File: src/spiscr_pkg.sv
package spiscr_pkg;

  localparam int unsigned CLOCK_PERIOD_NS = 100;
  localparam int unsigned SOFT_RESET_NS   = 750;
  // longest time, so round down, but never below one cycle
  localparam int unsigned SOFT_RESET_CYCLES =
    (SOFT_RESET_NS / CLOCK_PERIOD_NS < 1) ? 1 :
    SOFT_RESET_NS / CLOCK_PERIOD_NS;

  localparam int unsigned ADDR_W     = 15;
  localparam int unsigned INSTR_LAST = 15;
  localparam int unsigned BYTE_LAST  = 7;

  localparam logic [14:0] OFS_IFACE_CFG  = 15'h0000;
  localparam logic [14:0] OFS_POWER_MODE = 15'h0002;
  localparam logic [14:0] OFS_DEV_CLASS  = 15'h0003;
  localparam logic [14:0] OFS_PART_ID_LO = 15'h0004;
  localparam logic [14:0] OFS_PART_ID_HI = 15'h0005;
  localparam logic [14:0] OFS_SI_REV     = 15'h0006;

  localparam int unsigned BIT_SOFT_RESET = 7;
  localparam int unsigned BIT_STREAM_DIR = 5;
  localparam int unsigned BIT_FOUR_WIRE  = 4;
  localparam int unsigned BIT_READ       = 15;

  localparam logic       RST_STREAM_DIR = 1'h1;
  localparam logic [1:0] RST_POWER_MODE = 2'h0;

  typedef enum logic [1:0] {
    ST_IDLE,
    ST_INSTR,
    ST_DATA,
    ST_HALT
  } spiscr_state_t;

  typedef struct packed {
    spiscr_state_t state;
    logic          sclk_q;
    logic [3:0]    cnt;
    logic [15:0]   shreg;
    logic [14:0]   addr;
    logic          rd;
    logic [7:0]    tx;
    logic          sdo;
    logic          sdo_oe;
    logic          stream_dir;
    logic [1:0]    pmode;
    logic [3:0]    rst_cnt;
    logic          soft_rst;
    logic          power_down;
  } spiscr_regs_t;

  localparam spiscr_regs_t REGS_RESET = '{
    state:      ST_IDLE,
    sclk_q:     1'h0,
    cnt:        4'h0,
    shreg:      16'h0000,
    addr:       15'h0000,
    rd:         1'h0,
    tx:         8'h00,
    sdo:        1'h0,
    sdo_oe:     1'h0,
    stream_dir: RST_STREAM_DIR,
    pmode:      RST_POWER_MODE,
    rst_cnt:    4'h0,
    soft_rst:   1'h0,
    power_down: 1'h0
  };

endpackage

File: src/spiscr_regs.sv
`timescale 1ns/1ps

// How it works
// - writing one to config bit 7 resets the whole device; bit clears itself
// - the soft reset completes within 750 ns of the write
// - config bit 5 picks streaming step: 0 decrements, 1 increments (reset)
// - config bit 4 is read-only and always reads one: four-wire port
// - power mode values 0 and 1 give normal full-power operation
// - power mode values 2 and 3 power down the entire device
// - low-power and fast-resume states of the generic convention are absent
// - class register: low nibble fixed class code, high nibble zero
// - 16-bit part identity over two byte addresses, read-only, fixed
// - 8-bit silicon revision register is read-only and fixed
module spiscr_regs #(
  parameter logic [15:0] PART_IDENTITY_CODE = 16'h5A3C, // arbitrary value
  parameter logic [3:0]  DEVICE_CLASS_CODE  = 4'h9,     // arbitrary value
  parameter logic [7:0]  SILICON_REVISION   = 8'h42,    // arbitrary value
  parameter int unsigned RESET_CYCLES       = spiscr_pkg::SOFT_RESET_CYCLES
) (
  input  wire logic clock,
  input  wire logic rst_n,
  input  wire logic spi_cs_n,
  input  wire logic spi_sclk,
  input  wire logic spi_sdi,
  output wire logic spi_sdo,
  output wire logic spi_sdo_oe,
  output wire logic device_reset,
  output wire logic power_down,
  output wire logic stream_address_direction
);

  // the reset counter is four bits wide
  if (RESET_CYCLES < 1 || RESET_CYCLES > 15) begin : g_bad_reset_cycles
    $error("RESET_CYCLES must lie in 1..15");
  end

  spiscr_pkg::spiscr_regs_t s_reg;
  spiscr_pkg::spiscr_regs_t s_next;

  logic        rise;
  logic        fall;
  logic        wr_en;
  logic        ld_en;
  logic        byte_done;
  logic [7:0]  wr_data;
  logic [14:0] wr_addr;
  logic [14:0] ld_addr;
  logic [14:0] step_addr;

  function automatic logic [7:0] read_byte(input logic [14:0] a,
                                           input logic        dir,
                                           input logic [1:0]  pm);
    logic [7:0] v;
    v = 8'h00;
    unique case (a)
      spiscr_pkg::OFS_IFACE_CFG: begin
        v[spiscr_pkg::BIT_STREAM_DIR] = dir;
        v[spiscr_pkg::BIT_FOUR_WIRE]  = 1'b1;
      end
      spiscr_pkg::OFS_POWER_MODE: v[1:0] = pm;
      spiscr_pkg::OFS_DEV_CLASS:  v = {4'h0, DEVICE_CLASS_CODE};
      spiscr_pkg::OFS_PART_ID_LO: v = PART_IDENTITY_CODE[7:0];
      spiscr_pkg::OFS_PART_ID_HI: v = PART_IDENTITY_CODE[15:8];
      spiscr_pkg::OFS_SI_REV:     v = SILICON_REVISION;
      default:                    v = 8'h00;
    endcase
    return v;
  endfunction

  always_comb begin
    s_next    = s_reg;
    rise      = spi_sclk & ~s_reg.sclk_q;
    fall      = ~spi_sclk & s_reg.sclk_q;
    wr_en     = 1'b0;
    ld_en     = 1'b0;
    byte_done = 1'b0;
    wr_data   = {s_reg.shreg[6:0], spi_sdi};
    wr_addr   = s_reg.addr;
    ld_addr   = s_reg.addr;
    step_addr = s_reg.stream_dir ? s_reg.addr + 15'h0001
                                 : s_reg.addr - 15'h0001;
    s_next.sclk_q = spi_sclk;
    // only codes 2 and 3 power down; no other low-power state exists
    s_next.power_down = s_reg.pmode[1];
    if (s_reg.soft_rst) begin
      // port is deaf until the reset ends and the frame closes
      s_next.rst_cnt = s_reg.rst_cnt - 4'h1;
      s_next.state   = spiscr_pkg::ST_HALT;
      s_next.sdo_oe  = 1'b0;
      if (s_reg.rst_cnt == 4'h1) begin
        s_next.soft_rst = 1'b0;
      end
    end else if (spi_cs_n) begin
      s_next.state  = spiscr_pkg::ST_IDLE;
      s_next.sdo_oe = 1'b0;
      s_next.sdo    = 1'b0;
      s_next.cnt    = 4'h0;
    end else begin
      unique case (s_reg.state)
        spiscr_pkg::ST_IDLE: begin
          s_next.state  = spiscr_pkg::ST_INSTR;
          s_next.sdo_oe = 1'b1;
          s_next.cnt    = 4'h0;
        end
        spiscr_pkg::ST_INSTR: begin
          if (rise) begin
            s_next.shreg = {s_reg.shreg[14:0], spi_sdi};
            s_next.cnt   = s_reg.cnt + 4'h1;
            if (s_reg.cnt == 4'(spiscr_pkg::INSTR_LAST)) begin
              s_next.rd    = s_reg.shreg[spiscr_pkg::BIT_READ - 1];
              s_next.addr  = {s_reg.shreg[13:0], spi_sdi};
              s_next.state = spiscr_pkg::ST_DATA;
              s_next.cnt   = 4'h0;
              ld_en        = s_reg.shreg[spiscr_pkg::BIT_READ - 1];
              ld_addr      = {s_reg.shreg[13:0], spi_sdi};
            end
          end
        end
        spiscr_pkg::ST_DATA: begin
          if (rise) begin
            s_next.shreg = {s_reg.shreg[14:0], spi_sdi};
            s_next.cnt   = s_reg.cnt + 4'h1;
            if (s_reg.cnt == 4'(spiscr_pkg::BYTE_LAST)) begin
              byte_done   = 1'b1;
              wr_en       = ~s_reg.rd;
              ld_en       = s_reg.rd;
              ld_addr     = step_addr;
              s_next.addr = step_addr;
              s_next.cnt  = 4'h0;
            end
          end else if (fall && s_reg.rd) begin
            // drive on the falling edge so the host samples on the rising
            s_next.sdo = s_reg.tx[7];
            s_next.tx  = {s_reg.tx[6:0], 1'b0};
          end
        end
        spiscr_pkg::ST_HALT: begin
          s_next.sdo_oe = 1'b0;
        end
      endcase
    end
    if (ld_en) begin
      s_next.tx = read_byte(ld_addr, s_reg.stream_dir, s_reg.pmode);
    end
    if (wr_en) begin
      // read-only and reserved bits are simply not stored
      if (wr_addr == spiscr_pkg::OFS_IFACE_CFG) begin
        if (wr_data[spiscr_pkg::BIT_SOFT_RESET]) begin
          s_next.soft_rst   = 1'b1;
          s_next.rst_cnt    = 4'(RESET_CYCLES);
          s_next.stream_dir = spiscr_pkg::RST_STREAM_DIR;
          s_next.pmode      = spiscr_pkg::RST_POWER_MODE;
          s_next.state      = spiscr_pkg::ST_HALT;
          s_next.sdo_oe     = 1'b0;
        end else begin
          s_next.stream_dir = wr_data[spiscr_pkg::BIT_STREAM_DIR];
        end
      end else if (wr_addr == spiscr_pkg::OFS_POWER_MODE) begin
        s_next.pmode = wr_data[1:0];
      end
    end
  end

  always_ff @(posedge clock) begin
    if (!rst_n) begin
      s_reg <= spiscr_pkg::REGS_RESET;
    end else begin
      s_reg <= s_next;
    end
  end

  assign spi_sdo                  = s_reg.sdo;
  assign spi_sdo_oe               = s_reg.sdo_oe;
  assign device_reset             = s_reg.soft_rst;
  assign power_down               = s_reg.power_down;
  assign stream_address_direction = s_reg.stream_dir;
endmodule // spiscr_regs

File: config.mk
export PLATFORM = sky130hd
export DESIGN_NAME = spiscr_regs
export DESIGN_NICKNAME = d
export VERILOG_FILES = /design/src/spiscr_pkg.sv /design/src/spiscr_regs.sv
export SDC_FILE = /design/constraint.sdc
export NUM_CORES = 1
export LEC_CHECK = 0
export BUFFER_PORTS_ARGS = -buffer_cell sky130_fd_sc_hd__buf_2
export CAP_MARGIN = 10
export CORE_MARGIN = 10
export CORE_UTILIZATION = 53
export DETAILED_ROUTE_END_ITERATION = 16
export PLACE_DENSITY = 0.79
export SLEW_MARGIN = 20
export SYNTH_ARGS = -nofsm -noshare
export SYNTH_HDL_FRONTEND = slang
export SYNTH_SLANG_ARGS = --single-unit
File: constraint.sdc
create_clock -name clock -period 5.05 [get_ports clock]
set_input_delay 0.7575 -clock clock [delete_from_list [all_inputs] [get_ports clock]]
set_output_delay 0.7575 -clock clock [all_outputs]
set_load 0.01 [all_outputs]
; ---- After elaboration in Yosys (flattened, before gate mapping)
; Cells that the tools add are included.
; Widths: inputs -> output; s select.
[totals]
register_bits = 57
input_bits = 5
output_inout_bits = 5
word_cells = 127
[classes]
add_sub_neg = 4
eq_ne = 22
n_mux = 59
bitwise_logic = 7
reduce_logical = 21
[op_table]
columns = operator, n
row1 = $mux 15, 7
row2 = $pmux 30 s2, 1
row3 = $eq 15x2->1 const B, 3
row4 = $eq 15x3->1 const B, 3
row5 = $mux 9, 5
row6 = $mux 36, 1
row7 = $mux 35, 1
row8 = $logic_not 15->1, 2
row9 = $pmux 15 s2, 1
row10 = $mux 2, 11
row11 = $mux 1, 16
row12 = $mux 16, 1
row13 = $mux 8, 2
row14 = $add 15x1->15 const B, 1
row15 = $reduce_and 5->1, 3
row16 = $sub 15x1->15 const B, 1
row17 = $mux 4, 3
row18 = $pmux 2 s3, 2
row19 = $pmux 4 s3, 1
row20 = $reduce_bool 2->1, 6
row21 = $mux 5, 2
row22 = $ne 2x2->1 const B, 5
row23 = $pmux 2 s2, 2
row24 = $reduce_and 4->1, 2
row25 = 20 further kinds, 31

; ---- Logic depth before layout (Yosys ltp)
[logic_depth]
word_depth = 11
depth_mapped = 12
ltp_nobuf = 11

; ---- Worst setup path before layout
; No wires, ideal clock.
[synth_timing]
path_type = reg2reg
startpoint = reg s_reg, in the netlist stream_address_direction
endpoint = reg s_reg[11] (netlist name)
arrival_ns = 2.902
t_required_ns = 4.981
setup_slack_ns = 2.079
path_stages_with_launch = 13
n_path_buf = 1
synth_period_minus_slack_ns = 2.971
cell_sequence = dfxtp_1 inv_1 ha_1 clkbuf_1 a21o_1 a221oi_2 nand2_1 o21ai_1 mux2i_2 xnor2_1 o31ai_1 nand3_2 o21ai_1
[synth_between]
elab_chain_len = 10
word_cells_on_any_way = 13
classes_between = eq/ne (4) / mux (8) / reduce/logical (1)
[synth_lines]
columns = element, line
row1 = from (decl), spiscr_regs.sv:37  ; spiscr_pkg::spiscr_regs_t s_reg;
row2 = from (signal assigned), spiscr_regs.sv:166  ; s_reg <= spiscr_pkg::REGS_RESET;
row3 = from (signal assigned), spiscr_regs.sv:168  ; s_reg <= s_next;
row4 = $mux 15 *, spiscr_regs.sv:80  ; step_addr = s_reg.stream_dir ? s_reg.addr + 15'h0001
row5 = $mux 15 *, spiscr_regs.sv:123  ; if (s_reg.cnt == 4'(spiscr_pkg::BYTE_LAST)) begin
row6 = $mux 15 *, spiscr_regs.sv:120  ; if (rise) begin
row7 = $pmux 15 s2 *, spiscr_regs.sv:99  ; unique case (s_reg.state)
row8 = $mux 15 *, spiscr_regs.sv:93  ; end else if (spi_cs_n) begin
row9 = $mux 15 *, spiscr_regs.sv:85  ; if (s_reg.soft_rst) begin
row10 = $eq 15x3->1, spiscr_regs.sv:55  ; unique case (a)
row11 = $reduce_or 2->1 (no source line), -
row12 = $pmux 2 s3 *, spiscr_regs.sv:55
row13 = $mux 8 *, spiscr_regs.sv:142  ; if (ld_en) begin
; Every way passes the cells marked *; elsewhere a longest branch is shown, timed or not.
; A chain may end at the register's enable or synchronous reset.

; ---- Worst setup path in the final report
[layout_timing]
startpoint = reg s_reg, in the netlist stream_address_direction
endpoint = reg s_reg[15] (netlist name)
[layout_between]
elab_chain_len = 9
word_cells_on_any_way = 11
classes_between = eq/ne (2) / mux (8) / reduce/logical (1)
[layout_lines]
columns = element, line
row1 = $mux 15 *, spiscr_regs.sv:80
row2 = $mux 15 *, spiscr_regs.sv:123
row3 = $mux 15 *, spiscr_regs.sv:120
row4 = $pmux 15 s2 *, spiscr_regs.sv:99
row5 = $mux 15 *, spiscr_regs.sv:93
row6 = $mux 15 *, spiscr_regs.sv:85
row7 = $eq 15x3->1 / $logic_not 15->1 (equally long branches), spiscr_regs.sv:55
row8 = $pmux 2 s3 *, spiscr_regs.sv:55
row9 = $mux 8 *, spiscr_regs.sv:142
; Marked as above.

==> impl_metrics.csv <==
group,metric,value,unit
worst_setup_path,reg2reg_from,"stream_address_direction",
clock_network,hold_buffers,0,
floorplan,die_h,106,um
yosys,ys_async_sr_fraction,0,%
floorplan,initial_utilization,54.2,%
clock_network,insertion_delay,350,ps
worst_setup_path,slowest_delay,490,ps
power,p_per_area,242,mW/mm^2
clock_network,ctsResizeCount,0,
drt,wl,10300,um
min_path,hold_path.class,"flop to flop",
yosys,ys_ff_latch,57,
min_path,hp-start,"s_reg[11]",
sta,tightestPinTransition,1000,ps
final_layout,drive_gt1_share,9.94,%
drt,drc,0,
worst_setup_path,end_kind,"flop",
clock_network,cts_max_path_buffers,2,
sta,hold_viol,0,
flow_run,drv_cap,0,
grt,antenna_found_initial,0,
clock_network,numClockSinks,57,
sta,min_period,3470,ps
min_path,holdPathEnd,"s_reg[11]",
grt,overflow,0,
yosys,ys_types,70,
sta,tns,0,ps
yosys,avgSynthCellArea,8.10,um^2
yosys,synth.top_cells.by_area,"dfxtp_1 (29%), ha_1 (6.1%), nand2_1 (4.7%)",
worst_setup_path,crit_slowest_cell,"ha_1",
yosys,synth_edf_count,0,
worst_setup_path,required,5330,ps
run_status,status,"completed",
clock_network,tritoncts,"yes",
worst_setup_path,cp_cell_sequence,"inv_1 > ha_1 > a21o_1 > a221oi_2 > nand2_1 > o21ai_1 > mux2i_2 > xnor2_1 > o31ai_1 > nand3_2 > o22ai_1",
worst_setup_path,r2r_slack,1580,ps
yosys,seq_area_frac_synth,29.3,%
grt,grt_pass1_vias,3494,
final_layout,diodes,0,
yosys,synth_nets,505,
worst_setup_path,cp_max_fo,15,
sta,skew,5.02,ps
worst_setup_path,r2r_end,"s_reg[15]",
floorplan,die_area,0.0112,mm^2
worst_setup_path,crit_type,"flop to flop",
floorplan,core_area,0.00718,mm^2
drt,wl_per_cell,17.7,um
power,p_leak,0.00156,uW
sta,hold_slack,475,ps
final_layout,nets,503,
placed_design,gp_congestion,0.902,
grt,grt_first_pass_wirelength,17100,um
drt,drt-initial-drc-count,430,
yosys,synth_warnings,0,
yosys,yosysMostFrequentCell,"dfxtp_1",
drt,vias,3740,
drt,vias_per_cell,6.43,
worst_setup_path,reg2reg_depth,11,
yosys,synthCells,480,
clock_network,htreeDepth,3,
yosys,syn_area,0.00389,mm^2
yosys,yosys-top-cells-count,"dfxtp_1 (57), nand2_1 (49), nor2_1 (35), a21oi_1 (30), o21ai_0 (29)",
drt,postRouteAntennaNets,0,
grt,grt_start_max_net_pins,57,
sta,fmax,288,MHz
sta,post-route-period-util,68.7,%
floorplan,die_w,106,um
worst_setup_path,setup.worst_path.start_class,"flop",
drt,drt-pass1-iter-count,5,
floorplan,ios,10,
min_path,min_delay_path_depth,2,
final_layout,fillCellCount,625,
grt,track_usage,18.2,%
floorplan,rows,31,
sta,slew_headroom,32.9,%
sta,final_max_slew_viol_count,0,
final_layout,largest_reg_flops,36,
placed_design,io_buffer_count,9,
clock_network,clk_pin_slew,60,ps
clock_network,cts_setup_buffers,0,
yosys,synth_ff_type,"dfxtp_1",
clock_network,cts_buffers,9,
yosys,synth_top_cell_by_area,"dfxtp_1",
power,peakVddDrop,0.158,mV
yosys,yosysTopAreaCellShare,29.3,%
clock_network,cts_root_buf,"clkbuf_8",
sta,grt_setup_unrepaired,"false",
placed_design,dp_hpwl,7040,um
worst_setup_path,critPathArrivalTime,3740,ps
final_layout,syn2layout_area_growth,7.75,%
sta,setup_viol,0,
metrics by stage:
| stage | worst slack (ps) | std cells | cell area [um^2] | util (%) | total power [uW] |
|---|---|---|---|---|---|
| after floorplan | 2080 | 480 | 3890 | - | 550 |
| after global placement | 1750 | 565 | 3970 | 55.3 | 571 |
| after detailed placement | 1590 | 565 | 3970 | 55.3 | 573 |
| after CTS | 1620 | 581 | 4180 | 58.2 | 1020 |
| after global routing | 1280 | 582 | 4190 | 58.4 | 1050 |
| final | 1580 | 582 | 4190 | 58.4 | 1010 |
per-layer routing:
layer	vias up	GRT usage (%)	wire length (um)
li1	1809	-	-
met1	1761	24.0	4730
met2	148	28.2	4610
met3	22	4.69	761
met4	0	6.00	189
met5	-	0	0
placed cells by master, fill, tap and decap left out, drive strengths merged, types with 6 or more instances in the layout:
| cell | n |
|---|---|
| dfxtp | 57 |
| nand2 | 49 |
| nor2 | 36 |
| o21ai | 35 |
| a21oi | 30 |
| nor2b | 21 |
| ha | 19 |
| a32oi | 16 |
| nand3 | 15 |
| a221oi | 15 |
| nor3b | 13 |
| clkbuf | 12 |
| buf | 12 |
| inv | 10 |
| nand4 | 9 |
| xor2 | 9 |
| and2 | 9 |
| nor3 | 8 |
| a21boi | 7 |
| o21a | 6 |
| xnor2 | 6 |
how the worst max path moves through the flow:
stage                                   from         to  slack (ps)
floorplan           stream_address_direction  s_reg[11]        2080
global placement    stream_address_direction  s_reg[12]        1750
detailed placement                  spi_cs_n  s_reg[13]        1590
CTS                 stream_address_direction  s_reg[11]        1620
global route        stream_address_direction  s_reg[15]        1280
finish              stream_address_direction  s_reg[15]        1580
cell type report:
class	count	area (um^2)	area share [%]
clock buffers	12	155	3.70
clock inverters	4	51.3	1.22
inverters	10	37.5	0.896
multi-input cells	388	2610	62.2
flip-flops and latches	57	1140	27.2
well taps	99	124	2.96
repair buffers	12	75.1	1.79
power by group:
group | switching (uW) | internal (uW) | leakage (uW)
sequential | 9.89 | 457 | 0.000461
combinational | 62.2 | 37.5 | 0.000995
clock | 194 | 255 | 0.000103
total | 266 | 749 | 0.00156
cells by family (layout without fill, tap and decap cells):
kind of cell	Yosys count	after routing	share of synthesized area, %
AND/OR/NAND/NOR	195	195	27.2
AO/OA/AOI/OAI	153	153	28.5
flip-flops	57	57	29.3
buffers and inverters	35	38	3.63
adder cells (fa/ha/maj)	20	20	6.63
XOR/XNOR	15	15	3.38
multiplexers	5	5	1.38
worst max-delay path: cells and delay by family, from the launching register on:
| kind | cells | cell delay [ps] |
|---|---|---|
| adder cells (fa/ha/maj) | 1 | 490 |
| AND/OR/NAND/NOR | 2 | 300 |
| flip-flops | 1 | 470 |
| AO/OA/AOI/OAI | 5 | 1400 |
| buffers and inverters | 1 | 330 |
| XOR/XNOR | 1 | 100 |
| multiplexers | 1 | 300 |
Note: power is estimated with default switching activity, not from simulation.
